==> config.mk <==
export PLATFORM = sky130hd
export DESIGN_NAME = tiop_top
export DESIGN_NICKNAME = d
export VERILOG_FILES = /design/src/logic/tiop_pkg.sv /design/src/logic/tiop_rbus_if.sv /design/src/logic/tiop_axil.sv /design/src/logic/tiop_clkblk.sv /design/src/logic/tiop_top.sv
export VERILOG_INCLUDE_DIRS = /design/src /design/src/logic
export SDC_FILE = /design/constraint.sdc
export NUM_CORES = 1
export LEC_CHECK = 0
export BUFFER_PORTS_ARGS = -buffer_cell sky130_fd_sc_hd__clkbuf_2
export CORE_MARGIN = 8
export CORE_UTILIZATION = 66
export DETAILED_ROUTE_END_ITERATION = 8
export PLACE_DENSITY = 0.92
export SETUP_SLACK_MARGIN = 0.4
export SLEW_MARGIN = 20
export SYNTH_ARGS = -nofsm -noshare
export SYNTH_HDL_FRONTEND = slang
export SYNTH_SLANG_ARGS = --single-unit
export TNS_END_PERCENT = 20
==> constraint.sdc <==
create_clock -name mclk -period 9.1 [get_ports mclk]
set_input_delay 1.365 -clock mclk [delete_from_list [all_inputs] [get_ports mclk]]
set_output_delay 1.365 -clock mclk [all_outputs]
set_load 0.05 [all_outputs]
==> src/logic/tiop_defines.svh <==
`ifndef TIOP_DEFINES_SVH
`define TIOP_DEFINES_SVH
// How it works
// ports of 1, 4, 8, 16 or 32 bits join the tile to pins; here only port a (4 bits) and port b (1 bit)
// all pins of one port share one direction
// pins driven high or low or sampled, optionally waiting on a condition
// each port access by the processor completes in one cycle
// open-collector: zero drives low, one leaves the pin floating
// data moves through a serialiser and a transfer register; here only the transfer register xfer, with no serialiser
// each port has a 16-bit counter scheduling transfers
// counter readable any time; transfers may wait for a future count
// each transfer captures the counter as a timestamp
// pin events go straight to the scheduler, not as interrupts
// an enabled link disables the pins of its underlying ports
// narrower enabled port wins shared pins; unshared pins stay usable
// a port always transfers at its own width
// six clock blocks; block 0 is the 100 MHz reference
// blocks 1 to 5 run at programmable independent rates
// a clock block may be paced by a 1-bit port pin
// a clock block may divide its 1-bit port clock
// ports accept an input strobe and can drive an output strobe
// after reset every port uses clock block 0
// port counter steps once per port clock edge and wraps
// conditional input completes on first edge meeting the condition
`define TIOP_NCB 6
`define TIOP_MCLK_PERIOD_NS 10
`define TIOP_REF_PERIOD_NS 10
`define TIOP_REF_DIV (`TIOP_REF_PERIOD_NS / `TIOP_MCLK_PERIOD_NS - 1)
`define TIOP_PORT_STRIDE 8'h10
`define TIOP_OFS_CTRL 8'h00
`define TIOP_OFS_DATA 8'h04
`define TIOP_OFS_TIME 8'h08
`define TIOP_OFS_STAT 8'h0C
`define TIOP_CB_BASE 8'h20
`define TIOP_LINK 8'h40
`define TIOP_C_EN 0
`define TIOP_C_OUT 1
`define TIOP_C_OC 2
`define TIOP_C_CLK 3
`define TIOP_C_COND 6
`define TIOP_C_TIMED 8
`define TIOP_C_STB 9
`define TIOP_C_VAL 16
`define TIOP_CB_PIN 0
`define TIOP_CB_DIV 8
`define TIOP_RESP_OKAY 2'b00
`define TIOP_RESP_SLVERR 2'b10
`endif

==> src/logic/tiop_pkg.sv <==
`default_nettype none
package tiop_pkg;
    typedef enum logic [1:0] {
        TIOP_COND_NONE,
        TIOP_COND_EQ,
        TIOP_COND_NEQ
    } tiop_cond_t;
    typedef logic [15:0] tiop_cnt_t;
endpackage
`default_nettype wire

==> src/logic/tiop_rbus_if.sv <==
`timescale 1ns/1ps
`default_nettype none
interface tiop_rbus_if;
    logic wr;
    logic [7:0] waddr;
    logic [31:0] wdata;
    logic [3:0] wstrb;
    logic werr;
    logic rd;
    logic [7:0] raddr;
    logic [31:0] rdata;
    logic rerr;
    modport slave(output wr, waddr, wdata, wstrb, rd, raddr,
                  input werr, rdata, rerr);
    modport regs(input wr, waddr, wdata, wstrb, rd, raddr,
                 output werr, rdata, rerr);
endinterface
`default_nettype wire

==> src/logic/tiop_axil.sv <==
`timescale 1ns/1ps
`default_nettype none
`include "tiop_defines.svh"
module tiop_axil (
    // clock and reset
    input wire logic mclk,
    input wire logic sys_rst,
    // axi4-lite slave
    input wire logic [7:0] s_axi_awaddr,
    input wire logic s_axi_awvalid,
    output logic s_axi_awready,
    input wire logic [31:0] s_axi_wdata,
    input wire logic [3:0] s_axi_wstrb,
    input wire logic s_axi_wvalid,
    output logic s_axi_wready,
    output logic [1:0] s_axi_bresp,
    output logic s_axi_bvalid,
    input wire logic s_axi_bready,
    input wire logic [7:0] s_axi_araddr,
    input wire logic s_axi_arvalid,
    output logic s_axi_arready,
    output logic [31:0] s_axi_rdata,
    output logic [1:0] s_axi_rresp,
    output logic s_axi_rvalid,
    input wire logic s_axi_rready,
    // register side
    tiop_rbus_if.slave rb
);
    logic aw_got;
    logic w_got;
    logic [7:0] aw_q;
    logic [31:0] w_q;
    logic [3:0] s_q;
    logic aw_now;
    logic w_now;

    assign s_axi_awready = !aw_got && !s_axi_bvalid;
    assign s_axi_wready = !w_got && !s_axi_bvalid;
    assign aw_now = aw_got | (s_axi_awvalid & s_axi_awready);
    assign w_now = w_got | (s_axi_wvalid & s_axi_wready);
    assign rb.wr = aw_now & w_now & !s_axi_bvalid;
    assign rb.waddr = aw_got ? aw_q : s_axi_awaddr;
    assign rb.wdata = w_got ? w_q : s_axi_wdata;
    assign rb.wstrb = w_got ? s_q : s_axi_wstrb;
    assign s_axi_arready = !s_axi_rvalid;
    assign rb.rd = s_axi_arvalid & s_axi_arready;
    assign rb.raddr = s_axi_araddr;

    always_ff @(posedge mclk) begin
        if (sys_rst) begin
            aw_got <= 1'b0;
            w_got <= 1'b0;
            aw_q <= 8'h00;
            w_q <= 32'h0000_0000;
            s_q <= 4'h0;
            s_axi_bvalid <= 1'b0;
            s_axi_bresp <= `TIOP_RESP_OKAY;
        end else begin
            if (rb.wr) begin
                aw_got <= 1'b0;
                w_got <= 1'b0;
                s_axi_bvalid <= 1'b1;
                s_axi_bresp <= rb.werr ? `TIOP_RESP_SLVERR : `TIOP_RESP_OKAY;
            end else begin
                if (s_axi_awvalid && s_axi_awready) begin
                    aw_got <= 1'b1;
                    aw_q <= s_axi_awaddr;
                end
                if (s_axi_wvalid && s_axi_wready) begin
                    w_got <= 1'b1;
                    w_q <= s_axi_wdata;
                    s_q <= s_axi_wstrb;
                end
                if (s_axi_bvalid && s_axi_bready) begin
                    s_axi_bvalid <= 1'b0;
                end
            end
        end
    end

    always_ff @(posedge mclk) begin
        if (sys_rst) begin
            s_axi_rvalid <= 1'b0;
            s_axi_rdata <= 32'h0000_0000;
            s_axi_rresp <= `TIOP_RESP_OKAY;
        end else if (rb.rd) begin
            s_axi_rvalid <= 1'b1;
            s_axi_rdata <= rb.rdata;
            s_axi_rresp <= rb.rerr ? `TIOP_RESP_SLVERR : `TIOP_RESP_OKAY;
        end else if (s_axi_rready) begin
            s_axi_rvalid <= 1'b0;
        end
    end
endmodule
`default_nettype wire

==> src/logic/tiop_clkblk.sv <==
`timescale 1ns/1ps
`default_nettype none
`include "tiop_defines.svh"
module tiop_clkblk (
    // clock and reset
    input wire logic mclk,
    input wire logic sys_rst,
    // configuration
    input wire logic use_pin,
    input wire logic src_pin,
    input wire logic [7:0] div,
    // port clock edge
    output logic tick
);
    logic pin_q;
    logic edge_ok;
    logic [7:0] dcnt;

    always_ff @(posedge mclk) begin
        if (sys_rst) begin
            pin_q <= 1'b0;
        end else begin
            pin_q <= src_pin;
        end
    end

    // rising edge of the 1-bit port, or every reference cycle
    assign edge_ok = use_pin ? (src_pin & ~pin_q) : 1'b1;
    assign tick = edge_ok && (dcnt >= div);

    always_ff @(posedge mclk) begin
        if (sys_rst) begin
            dcnt <= 8'h00;
        end else if (edge_ok) begin
            dcnt <= (dcnt >= div) ? 8'h00 : dcnt + 8'h01;
        end
    end
endmodule
`default_nettype wire

==> src/logic/tiop_top.sv <==
`timescale 1ns/1ps
`default_nettype none
`include "tiop_defines.svh"
module tiop_top (
    // clock and reset
    input wire logic mclk,
    input wire logic sys_rst,
    // axi4-lite slave
    input wire logic [7:0] s_axi_awaddr,
    input wire logic s_axi_awvalid,
    output logic s_axi_awready,
    input wire logic [31:0] s_axi_wdata,
    input wire logic [3:0] s_axi_wstrb,
    input wire logic s_axi_wvalid,
    output logic s_axi_wready,
    output logic [1:0] s_axi_bresp,
    output logic s_axi_bvalid,
    input wire logic s_axi_bready,
    input wire logic [7:0] s_axi_araddr,
    input wire logic s_axi_arvalid,
    output logic s_axi_arready,
    output logic [31:0] s_axi_rdata,
    output logic [1:0] s_axi_rresp,
    output logic s_axi_rvalid,
    input wire logic s_axi_rready,
    // pins
    input wire logic [3:0] pin_i,
    output logic [3:0] pin_o,
    output logic [3:0] pin_oe,
    // strobes, scheduler events, link
    input wire logic strobe_in,
    output logic output_strobe,
    output logic [1:0] port_event,
    output logic link_active
);
    tiop_rbus_if rb();
    tiop_axil i_tiop_axil (
        .mclk(mclk),
        .sys_rst(sys_rst),
        .s_axi_awaddr(s_axi_awaddr),
        .s_axi_awvalid(s_axi_awvalid),
        .s_axi_awready(s_axi_awready),
        .s_axi_wdata(s_axi_wdata),
        .s_axi_wstrb(s_axi_wstrb),
        .s_axi_wvalid(s_axi_wvalid),
        .s_axi_wready(s_axi_wready),
        .s_axi_bresp(s_axi_bresp),
        .s_axi_bvalid(s_axi_bvalid),
        .s_axi_bready(s_axi_bready),
        .s_axi_araddr(s_axi_araddr),
        .s_axi_arvalid(s_axi_arvalid),
        .s_axi_arready(s_axi_arready),
        .s_axi_rdata(s_axi_rdata),
        .s_axi_rresp(s_axi_rresp),
        .s_axi_rvalid(s_axi_rvalid),
        .s_axi_rready(s_axi_rready),
        .rb(rb)
    );
    logic [31:0] ctrl [2];
    logic [15:0] target [2];
    logic [31:0] cbcfg [`TIOP_NCB];
    logic link_en;
    tiop_pkg::tiop_cnt_t cnt [2];
    tiop_pkg::tiop_cnt_t ts [2];
    logic [3:0] xfer [2];
    logic [3:0] outv [2];
    logic [3:0] pins_in [2];
    logic [3:0] po [2];
    logic [3:0] oe [2];
    logic pend [2];
    logic done [2];
    logic fire [2];
    logic tick_p [2];
    logic stb [2];
    logic ev [2];
    logic go [2];
    logic [5:0] ticks;
    logic [7:0] ticks8;
    function automatic logic [31:0] merge(input logic [31:0] o,
                                          input logic [31:0] n,
                                          input logic [3:0] s);
        logic [31:0] m;
        m = o;
        for (int i = 0; i < 4; i++) begin
            if (s[i]) begin
                m[8*i +: 8] = n[8*i +: 8];
            end
        end
        return m;
    endfunction
    function automatic logic [7:0] preg(input int p, input logic [7:0] off);
        return 8'(`TIOP_PORT_STRIDE * p) + off;
    endfunction
    function automatic logic [7:0] cbreg(input int k);
        return 8'(`TIOP_CB_BASE + 4 * k);
    endfunction
    function automatic logic addr_ok(input logic [7:0] a);
        logic ok;
        ok = (a == `TIOP_LINK);
        for (int p = 0; p < 2; p++) begin
            for (int r = 0; r < 4; r++) begin
                ok = ok | (a == preg(p, 8'(4 * r)));
            end
        end
        for (int k = 0; k < `TIOP_NCB; k++) begin
            ok = ok | (a == cbreg(k));
        end
        return ok;
    endfunction
    // register writes; block 0 config stays zero, it is the reference
    always_ff @(posedge mclk) begin
        if (sys_rst) begin
            for (int p = 0; p < 2; p++) begin
                ctrl[p] <= 32'h0000_0000;
                target[p] <= 16'h0000;
            end
            for (int k = 0; k < `TIOP_NCB; k++) begin
                cbcfg[k] <= 32'h0000_0000;
            end
            link_en <= 1'b0;
        end else if (rb.wr) begin
            for (int p = 0; p < 2; p++) begin
                if (rb.waddr == preg(p, `TIOP_OFS_CTRL)) begin
                    ctrl[p] <= merge(ctrl[p], rb.wdata, rb.wstrb);
                end
                if (rb.waddr == preg(p, `TIOP_OFS_TIME)) begin
                    target[p] <= 16'(merge({16'h0000, target[p]},
                                           rb.wdata, rb.wstrb));
                end
            end
            for (int k = 1; k < `TIOP_NCB; k++) begin
                if (rb.waddr == cbreg(k)) begin
                    cbcfg[k] <= merge(cbcfg[k], rb.wdata, rb.wstrb);
                end
            end
            if (rb.waddr == `TIOP_LINK && rb.wstrb[0]) begin
                link_en <= rb.wdata[0];
            end
        end
    end
    assign rb.werr = !addr_ok(rb.waddr);
    assign rb.rerr = !addr_ok(rb.raddr);
    always_comb begin
        rb.rdata = 32'h0000_0000;
        for (int p = 0; p < 2; p++) begin
            if (rb.raddr == preg(p, `TIOP_OFS_CTRL)) begin
                rb.rdata = ctrl[p];
            end
            if (rb.raddr == preg(p, `TIOP_OFS_DATA)) begin
                rb.rdata = {28'h000_0000, xfer[p]};
            end
            if (rb.raddr == preg(p, `TIOP_OFS_TIME)) begin
                rb.rdata = {16'h0000, ts[p]};
            end
            if (rb.raddr == preg(p, `TIOP_OFS_STAT)) begin
                rb.rdata = {14'h0000, done[p], pend[p], cnt[p]};
            end
        end
        for (int k = 0; k < `TIOP_NCB; k++) begin
            if (rb.raddr == cbreg(k)) begin
                rb.rdata = cbcfg[k];
            end
        end
        if (rb.raddr == `TIOP_LINK) begin
            rb.rdata = {31'h0000_0000, link_en};
        end
    end
    // port b pin paces any block set to pin mode
    genvar k;
    generate
        for (k = 0; k < `TIOP_NCB; k++) begin : g_cb
            tiop_clkblk i_tiop_clkblk (
                .mclk(mclk),
                .sys_rst(sys_rst),
                .use_pin(k != 0 && cbcfg[k][`TIOP_CB_PIN]),
                .src_pin(pin_i[0]),
                .div(k == 0 ? 8'(`TIOP_REF_DIV)
                            : cbcfg[k][`TIOP_CB_DIV +: 8]),
                .tick(ticks[k])
            );
        end
    endgenerate
    // selections 6 and 7 name no block and hold the port still
    assign ticks8 = {2'b00, ticks};
    assign pins_in[0] = pin_i;
    assign pins_in[1] = {3'b000, pin_i[0]};

    genvar p;
    generate
        for (p = 0; p < 2; p++) begin : g_port
            localparam int W = (p == 0) ? 4 : 1;
            localparam logic [3:0] MASK = 4'((1 << W) - 1);
            logic en;
            logic out;
            logic oc;
            logic timed;
            logic stben;
            logic cond_ok;
            logic [3:0] cval;
            tiop_pkg::tiop_cond_t cond;
            assign en = ctrl[p][`TIOP_C_EN];
            assign out = ctrl[p][`TIOP_C_OUT];
            assign oc = ctrl[p][`TIOP_C_OC];
            assign timed = ctrl[p][`TIOP_C_TIMED];
            assign stben = ctrl[p][`TIOP_C_STB];
            assign cval = ctrl[p][`TIOP_C_VAL +: 4] & MASK;
            assign cond = tiop_pkg::tiop_cond_t'(ctrl[p][`TIOP_C_COND +: 2]);
            assign tick_p[p] = ticks8[ctrl[p][`TIOP_C_CLK +: 3]];
            assign go[p] = rb.wr && rb.waddr == preg(p, `TIOP_OFS_DATA);
            always_comb begin
                case (cond)
                    tiop_pkg::TIOP_COND_NONE: cond_ok = 1'b1;
                    tiop_pkg::TIOP_COND_EQ:
                        cond_ok = (pins_in[p] & MASK) == cval;
                    tiop_pkg::TIOP_COND_NEQ:
                        cond_ok = (pins_in[p] & MASK) != cval;
                    default: cond_ok = 1'b1;
                endcase
            end
            // a transfer fires on a port clock edge once all waits clear
            assign fire[p] = pend[p] && tick_p[p] && en
                && (!timed || cnt[p] == target[p])
                && (out || (cond_ok && (!stben || strobe_in)));

            always_ff @(posedge mclk) begin
                if (sys_rst) begin
                    cnt[p] <= 16'h0000;
                end else if (tick_p[p]) begin
                    cnt[p] <= cnt[p] + 16'h0001;
                end
            end
            // a new request in the firing cycle wins over the clear
            always_ff @(posedge mclk) begin
                if (sys_rst) begin
                    pend[p] <= 1'b0;
                end else begin
                    pend[p] <= go[p] | (pend[p] & !fire[p]);
                end
            end
            // done is cleared by reading the data word
            always_ff @(posedge mclk) begin
                if (sys_rst) begin
                    done[p] <= 1'b0;
                end else begin
                    done[p] <= fire[p] | (done[p] &
                        !(rb.rd && rb.raddr == preg(p, `TIOP_OFS_DATA)));
                end
            end

            always_ff @(posedge mclk) begin
                if (sys_rst) begin
                    xfer[p] <= 4'h0;
                end else if (go[p]) begin
                    xfer[p] <= rb.wdata[3:0] & MASK;
                end else if (fire[p] && !out) begin
                    xfer[p] <= pins_in[p] & MASK;
                end
            end

            always_ff @(posedge mclk) begin
                if (sys_rst) begin
                    outv[p] <= 4'h0;
                end else if (fire[p] && out) begin
                    outv[p] <= xfer[p];
                end
            end

            always_ff @(posedge mclk) begin
                if (sys_rst) begin
                    ts[p] <= 16'h0000;
                end else if (fire[p]) begin
                    ts[p] <= cnt[p];
                end
            end
            // event straight to the scheduler, no interrupt path
            always_ff @(posedge mclk) begin
                if (sys_rst) begin
                    ev[p] <= 1'b0;
                end else begin
                    ev[p] <= fire[p];
                end
            end
            // strobe lasts one port clock period with the data
            always_ff @(posedge mclk) begin
                if (sys_rst) begin
                    stb[p] <= 1'b0;
                end else if (tick_p[p]) begin
                    stb[p] <= fire[p] && out && stben;
                end
            end
            // one direction bit for the whole port
            assign oe[p] = (en && out) ? (oc ? ~outv[p] & MASK : MASK)
                                       : 4'h0;
            assign po[p] = oc ? 4'h0 : outv[p];

        end
    endgenerate

    // narrow port b owns pin 0 while enabled; an enabled link owns all
    always_comb begin
        pin_oe = 4'h0;
        pin_o = 4'h0;
        if (!link_en) begin
            pin_oe = oe[0];
            pin_o = po[0];
            if (ctrl[1][`TIOP_C_EN]) begin
                pin_oe[0] = oe[1][0];
                pin_o[0] = po[1][0];
            end
        end
    end

    assign output_strobe = stb[0] | stb[1];
    assign port_event = {ev[1], ev[0]};
    assign link_active = link_en;
endmodule
`default_nettype wire

==> results by group, run 1 <==
Outcome
  – Status: completed

Timing
  – Final setup violating endpoints: 0
  – RSZ-0062 raised after global routing: false
  – Tmin final: 4460 ps
  – Fin. Hold Viols: 0
  – Worst Max-Slew Pin Slew: 1129 ps
  – Max Slew Vio Count: 0
  – Max Fclk: 224.2 MHz
  – Setup TNS: 0 ps
  – Worst slew margin: 0.2397
  – Worst clock skew: 33.48 ps
  – Tcrit/Tclk final: 0.4901

Worst hold path
  – Hold Path Class: flip-flop to flip-flop

GRT
  – GR Util met2: 0.5380
  – Initial antenna violation count: 4
  – Vias in the first global route: 17.42k
  – GR peak layer: met2
  – Total GRT Usage: 0.3461
  – Met3 usage: 0.09474
  – Met1 usage: 0.4305
  – Pin count of the biggest net entering global routing: 76
  – Grt total ovfl: 0
  – First-pass GRT wire length: 102100 um

Clock network
  – CTS resizes: 0
  – Cts-stage hold buffer count: 0
  – CTS root buf: clkbuf_16
  – Clock latency on the worst-skew pair: 600 ps
  – CTS tree: built
  – Clock buffer depth: 3
  – Clock sink count: 462
  – Total number of H-tree levels: 2
  – Clock slew seen by the registers of the worst setup and hold paths: 70 ps
  – Num CTS Buffers: 48
  – Post-CTS Setup Inserts: 0

Synth
  – Number of synthesized flops with an enable pin: 332
  – Post-synthesis simple-gate area fraction: 0.1577
  – FF+latch count, synth: 462
  – Gate Count Post-Synth: 2060
  – Largest area contributor in the netlist: edfxtp_1
  – Sequential area share after synthesis: 0.5750
  – Post-synthesis mux area share: 0.03799
  – Synth area leaders: edfxtp_1, dfxtp_1, nor2_1
  – Ys flop type: edfxtp_1
  – Distinct cells, synth: 83
  – Synthesized area: 21870 um^2
  – Fraction of registers with async set/reset: 0
  – Main combinational cell family by area after synthesis: simple AND/OR/NAND/NOR gates
  – Synth warn: 0
  – Mean Syn Cell Area: 10.61 um^2
  – Yosys top cell area share: 0.4559
  – Synth Area in Adders: 0.02918
  – XOR/XNOR share of the synthesized area: 0.03925
  – Synth Area in Compound Gates: 0.1256

Setup path
  – CP max-delay cell: o21ai_0
  – R2R Setup Slk: 4750 ps
  – Setup CP Type: primary input to flip-flop
  – Crit end category: flip-flop
  – Startpoint types: primary input
  – CP max FO: 36
  – Max stage delay on crit path: 1200 ps
  – Crit path DAT: 4670 ps
  – CP Data Required Time: 9310 ps
  – Critical-path cell list: clkbuf_2 > or3_1 > a2111o_1 > nor2_4 > and3_1 > nand3_2 > o21ai_0

Layout
  – Nets: 2252
  – Layout area overhead: 12.00%
  – Final non-filler cell total: 2623
  – Share of post-route cells with drive strength above 1: 0.1236

Floorplanning
  – Core area: 32620 um^2
  – Die area: 39210 um^2
  – Die Ht: 198.0 um
  – Die Wd: 198.0 um
  – Rows: 66
  – Initial Utilization: 0.6703
  – # IOs: 117

Placement
  – I/O Buffers: 114
  – DPL Wire Length: 46870 um
  – Gp weighted congestion: 1.071
  – # placed instances: 2529

Drt
  – DR pass1 iterations: 6
  – Vias: 18.01k
  – Via/cell ratio: 6.866
  – Routed WL: 69410 um
  – Post-route DRC: 0
  – Initial DRC count: 2881
  – Antenna-violating nets left: 0
  – Wire per inst: 26.46 um

Power
  – LEAKAGE: 9.183 nW
  – Pwr Density: 204.2 nW/um^2
  – Largest vdd supply drop: 0.0002135 V

Job
  – Max_cap viols: 0
==> cell usage in the layout, fill, tap and decap left out, types with 20 or more instances in the layout <==
cell,Yosys,layout
dfxtp_1,130,129
and2_1,47,47
o22ai_1,21,21
inv_1,62,61
ha_1,51,51
nand3_1,44,44
o21ai_0,104,94
mux2i_1,74,71
clkbuf_2,0,112
a21oi_1,124,122
a22o_1,21,21
buf_4,4,31
nor2_1,362,362
a221oi_1,20,20
clkbuf_16,0,49
nand2_1,174,173
xnor2_1,43,43
edfxtp_1,332,332
nand4_1,32,32
xor2_1,55,55
==> through the flow <==
| stage | cell area, um^2 | power (W) | utilization | hold WS (ps) | setup WS, ps |
|---|---|---|---|---|---|
| after detailed placement | 22700 | 0.002872 | 0.6960 | 446.7 | 4221 |
| final | 24490 | 0.005001 | 0.7508 | 456.6 | 4640 |
| after CTS | 24460 | 0.004968 | 0.7499 | 456.2 | 4685 |
| after global routing | 24490 | 0.005093 | 0.7507 | 477.8 | 4503 |
| after floorplan | 21870 | 0.002691 | - | 436.0 | 4918 |
| after global placement | 22700 | 0.002852 | 0.6959 | 440.9 | 4407 |
==> synth_stat cells (12+ instances only) <==
cell type,n
a2111oi_0,12
a211oi_1,18
a21oi_1,124
a221oi_1,20
a22o_1,21
and2_1,47
buf_2,38
clkbuf_1,66
dfxtp_1,130
edfxtp_1,332
ha_1,51
inv_1,62
mux2i_1,74
nand2_1,174
nand3_1,44
nand4_1,32
nor2_1,362
nor3_1,18
o211ai_1,18
o21ai_0,104
o22ai_1,21
xnor2_1,43
xor2_1,55
==> area by class of cell <==
cell class | count | area [um^2]
sequential | 462 | 12570
multi-input combinational | 1419 | 8564
fill | 2028 | 8129
clock buffer | 57 | 1316
timing repair buffer | 144 | 798.3
tap | 442 | 553.0
clock inverter | 33 | 441.7
inverter | 62 | 232.7
antenna | 4 | 10.01
==> flip-flops by register name (all words and copies together) (netlist names), 2 cells and up <==
signal / cells
pend: 2
i_tiop_axil.w_q: 32
i_tiop_axil.s_axi_rdata: 32
cbcfg: 160
ctrl: 64
g_cb.i_tiop_clkblk.dcnt: 40
outv: 5
ts: 32
xfer: 5
ev: 2
i_tiop_axil.s_q: 4
done: 2
i_tiop_axil.aw_q: 8
cnt: 32
stb: 2
target: 32
==> worst max-delay path: cells and delay by family <==
kind,cells,cell delay (ps)
AOI/OAI and AO/OA,2,1730
and+or+nand+nor,4,1450
buffers and inverters,1,90
==> per-layer routing <==
layer,vias to the layer above,routed length (um)
met5,-,10
met4,2,4894
met3,381,9769
met2,1581,31100
met1,8452,23630
li1,7594,-
==> report_power, final <==
group / total (W) / leakage [nW] / switching [W] / internal [W]
Clock: 0.00214 / 0.841 / 0.000890 / 0.00125
Sequential: 0.00242 / 4.50 / 0.0000881 / 0.00233
Combinational: 0.000436 / 3.84 / 0.000310 / 0.000126
Total: 0.00500 / 9.18 / 0.00129 / 0.00371
==> final timing paths <==
kind / from / end / cells after the start
worst max-delay path: s_axi_awaddr[0] / cbcfg[4][27] / 7
worst min-delay path: i_tiop_axil.w_q[12] / i_tiop_axil.w_q[12] / 2
worst max register to register: i_tiop_axil.aw_got / cbcfg[4][27] / 6
worst min register to register: i_tiop_axil.w_q[12] / i_tiop_axil.w_q[12] / 2
==> cell families (layout without fill, tap and decap cells) <==
group / Yosys count / after routing
AOI/OAI and AO/OA: 427 / 427
xor gates and xnor gates: 98 / 98
adders and majority gates: 51 / 51
buffers and inverters: 180 / 296
DFF: 462 / 462
muxes: 82 / 82
other: 1 / 6
and+or+nand+nor: 759 / 759
(Power assumes the default switching activity.)
==> run 2: changes to the inputs <==
- ABC_AREA: unset -> 1
- CORE_UTILIZATION: 66 -> 62
- PLACE_DENSITY: 0.92 -> 0.88
- clock period: 9.1 -> 4.15 ns (I/O delays scaled with it)
==> results by group, run 2 <==
Outcome
  – Status: completed

Synth
  – Ys flop type: edfxtp_1
  – Synth area leaders: edfxtp_1, dfxtp_1, nor2_1
  – Synthesized area: 21980 um^2 (+0.53%)
  – Distinct cells, synth: 54 (-35%)
  – Sequential area share after synthesis: 0.5719 (-0.003011)
  – Synth warn: 0 (unchanged)
  – Largest area contributor in the netlist: edfxtp_1
  – FF+latch count, synth: 462 (unchanged)
  – Fraction of registers with async set/reset: 0 (unchanged)
  – Yosys top cell area share: 0.4536 (-0.002388)
  – Mean Syn Cell Area: 9.197 um^2 (-13%)
  – Gate Count Post-Synth: 2390 (+16%)
  – Number of synthesized flops with an enable pin: 332 (unchanged)
  – Synth cell count leaders: nor2_1, nand2_1, edfxtp_1, inv_1, a21oi_1
  – Most common cell in the netlist: nor2_1

GRT
  – Met3 usage: 0.06847 (-0.02626)
  – Vias in the first global route: 17.96k (+3.1%)
  – Pin count of the biggest net entering global routing: 58 (-24%)
  – First-pass GRT wire length: 100300 um (-1.8%)
  – Total GRT Usage: 0.3099 (-0.03627)
  – Grt total ovfl: 0 (unchanged)
  – Initial antenna violation count: 0 (-4)
  – GR peak layer: met2
  – Met1 usage: 0.3858 (-0.04471)
  – GR Util met2: 0.5064 (-0.03164)

Setup path
  – CP max FO: 36 (unchanged)
  – Crit path DAT: 3450 ps (-1220 ps)
  – Crit end category: flip-flop
  – Setup CP Type: flip-flop to flip-flop
  – CP Data Required Time: 4420 ps (-4890 ps)
  – Startpoint types: flip-flop

Timing
  – Tmin final: 3171 ps
  – Fin. Hold Viols: 0 (unchanged)
  – Setup TNS: 0 ps (unchanged)
  – Tcrit/Tclk final: 0.7640
  – WHS: 316.9 ps (-139.7 ps)
  – Final setup violating endpoints: 0 (unchanged)
  – Worst clock skew: 18.04 ps (-15.44 ps)
  – Worst slew margin: 0.2581 (+0.01835)
  – RSZ-0062 raised after global routing: false
  – Max Slew Vio Count: 0 (unchanged)
  – Worst Max-Slew Pin Slew: 1091 ps (-37.18 ps)
  – Max Fclk: 315.4 MHz

Layout
  – Largest reg by FF count: cbcfg
  – Commonest non-fill, non-tap cells in the layout: nor2_1, nand2_1, edfxtp_1
  – Share of post-route cells with drive strength above 1: 0.1181 (-0.005457)
  – Max reg flops: 160 (unchanged)
  – Nets: 2633 (+17%)
  – Top flop regs: cbcfg x160, ctrl x64, g_cb.i_tiop_clkblk.dcnt x40
  – Fillers: 2437 (+20%)
  – ANT cells: 0 (-4)
  – Commonest non-fill, non-tap cell in the layout: nor2_1
  – Fin util: 0.7032 (-0.04760)
  – Layout area overhead: 12.68%

Floorplanning
  – Die Wd: 204.3 um (+3.2%)
  – Core area: 35220 um^2 (+8.0%)
  – Die Ht: 204.3 um (+3.2%)
  – Rows: 69 (+4.5%)
  – # IOs: 117 (unchanged)
  – Die area: 41730 um^2 (+6.4%)
  – Initial Utilization: 0.6240 (-0.04631)

Power
  – LEAKAGE: 10.23 nW (+11%)
  – Largest vdd supply drop: 0.0004101 V (+92%)
  – Pwr Density: 446.6 nW/um^2 (+120%)

Clock network
  – Cts-stage hold buffer count: 0 (unchanged)
  – Clock buffer depth: 3 (unchanged)
  – CTS resizes: 0 (unchanged)
  – CTS tree: built
  – Clock slew seen by the registers of the worst setup and hold paths: 60 ps (about the same)
  – CTS root buf: clkbuf_16
  – Post-CTS Setup Inserts: 0 (unchanged)
  – Clock latency on the worst-skew pair: 580 ps (-20 ps)
  – Clock sink count: 462 (unchanged)
  – Total number of H-tree levels: 2 (unchanged)
  – Num CTS Buffers: 47 (-2.1%)

Placement
  – DPL Wire Length: 47430 um (+1.2%)
  – I/O Buffers: 114 (unchanged)
  – Gp weighted congestion: 1.037 (-3.2%)

Drt
  – Post-route DRC: 0 (unchanged)
  – Vias: 18.48k (+2.6%)
  – DR pass1 iterations: 9 (+3)
  – Routed WL: 65620 um (-5.5%)
  – Via/cell ratio: 6.122 (-11%)
  – Wire per inst: 21.74 um (-18%)
  – Initial DRC count: 2435 (-15%)
  – Antenna-violating nets left: 0 (unchanged)

Job
  – Max_cap viols: 0 (unchanged)

Worst hold path
  – Hold Path Class: primary input to flip-flop
[run 2: cell types whose count changed after synthesis, moves of 34 or more]
cell     change
nand2_1    +253
nor2_1     +148
inv_1      +137
and2_1      -47
mux2i_1     -47
nand3_1     +34
[run 2: worst paths after layout]
kind / from / to / slack, ps / cells past startpoint
setup reg to reg: i_tiop_axil.aw_got / cbcfg[1][16] / 980 / 8
hold / removal: sys_rst / i_tiop_axil.s_axi_bvalid / 320 / 2
setup / recovery: i_tiop_axil.aw_got / cbcfg[1][16] / 980 / 8
hold reg to reg: i_tiop_axil.w_q[27] / i_tiop_axil.w_q[27] / 450 / 2
[run 2: through the flow]
step           setup WS [ps]  cell area [um^2]  cells  total power [W]
2_1_floorplan           1227             21980   2391         0.006186
6_report               979.3             24770   3018          0.01106
3_5_place_dp           982.0             23150   2930         0.006677
5_1_grt                818.5             24770   3018          0.01133
3_3_place_gp            1059             23150   2930         0.006607
4_1_cts                995.6             24770   3018          0.01100
[run 2: routing by layer]
layer,wire [um],vias up
met4,3687,0
met5,0,-
li1,-,8258
met2,30480,1353
met1,23250,8600
met3,8195,265
[run 2: area by class of cell]
| class | count | area [um^2] | area share |
|---|---|---|---|
| inverters | 216 | 813.3 | 0.03283 |
| flip-flops and latches | 462 | 12570 | 0.5076 |
| well taps | 461 | 576.8 | 0.02329 |
| clock inverters | 21 | 277.8 | 0.01121 |
| repair buffers | 171 | 998.5 | 0.04031 |
| multi-input cells | 1620 | 8188 | 0.3306 |
| clock buffers | 67 | 1341 | 0.05415 |
[run 2: where the power goes]
| part | leakage (nW) | switching (W) | internal, W | total, W |
|---|---|---|---|---|
| registers | 4.51 | 0.000182 | 0.00517 | 0.00535 |
| clock network | 0.781 | 0.00184 | 0.00258 | 0.00442 |
| logic | 4.94 | 0.000940 | 0.000346 | 0.00129 |
[run 2: logic make-up after synthesis]
| group | Yosys count | share of synthesized area |
|---|---|---|
| buffers and inverters | 309 | 0.05669 |
| other | 1 | 0.0001706 |
| multiplexers | 27 | 0.01230 |
| flip-flops | 462 | 0.5719 |
| AND/OR/NAND/NOR | 1135 | 0.2157 |
| AO/OA/AOI/OAI | 332 | 0.08510 |
| XOR/XNOR | 73 | 0.02909 |
| adder cells (fa/ha/maj) | 51 | 0.02903 |
[run 2: critical path, cell delays in order, from the launching register on]
cell and delay (ps):
dfxtp_1 670, inv_4 90, or2_0 230, o21ai_2 160, nand2_1 150, nor3_4 310
nand4_4 520, o21ai_0 470, buf_4 250
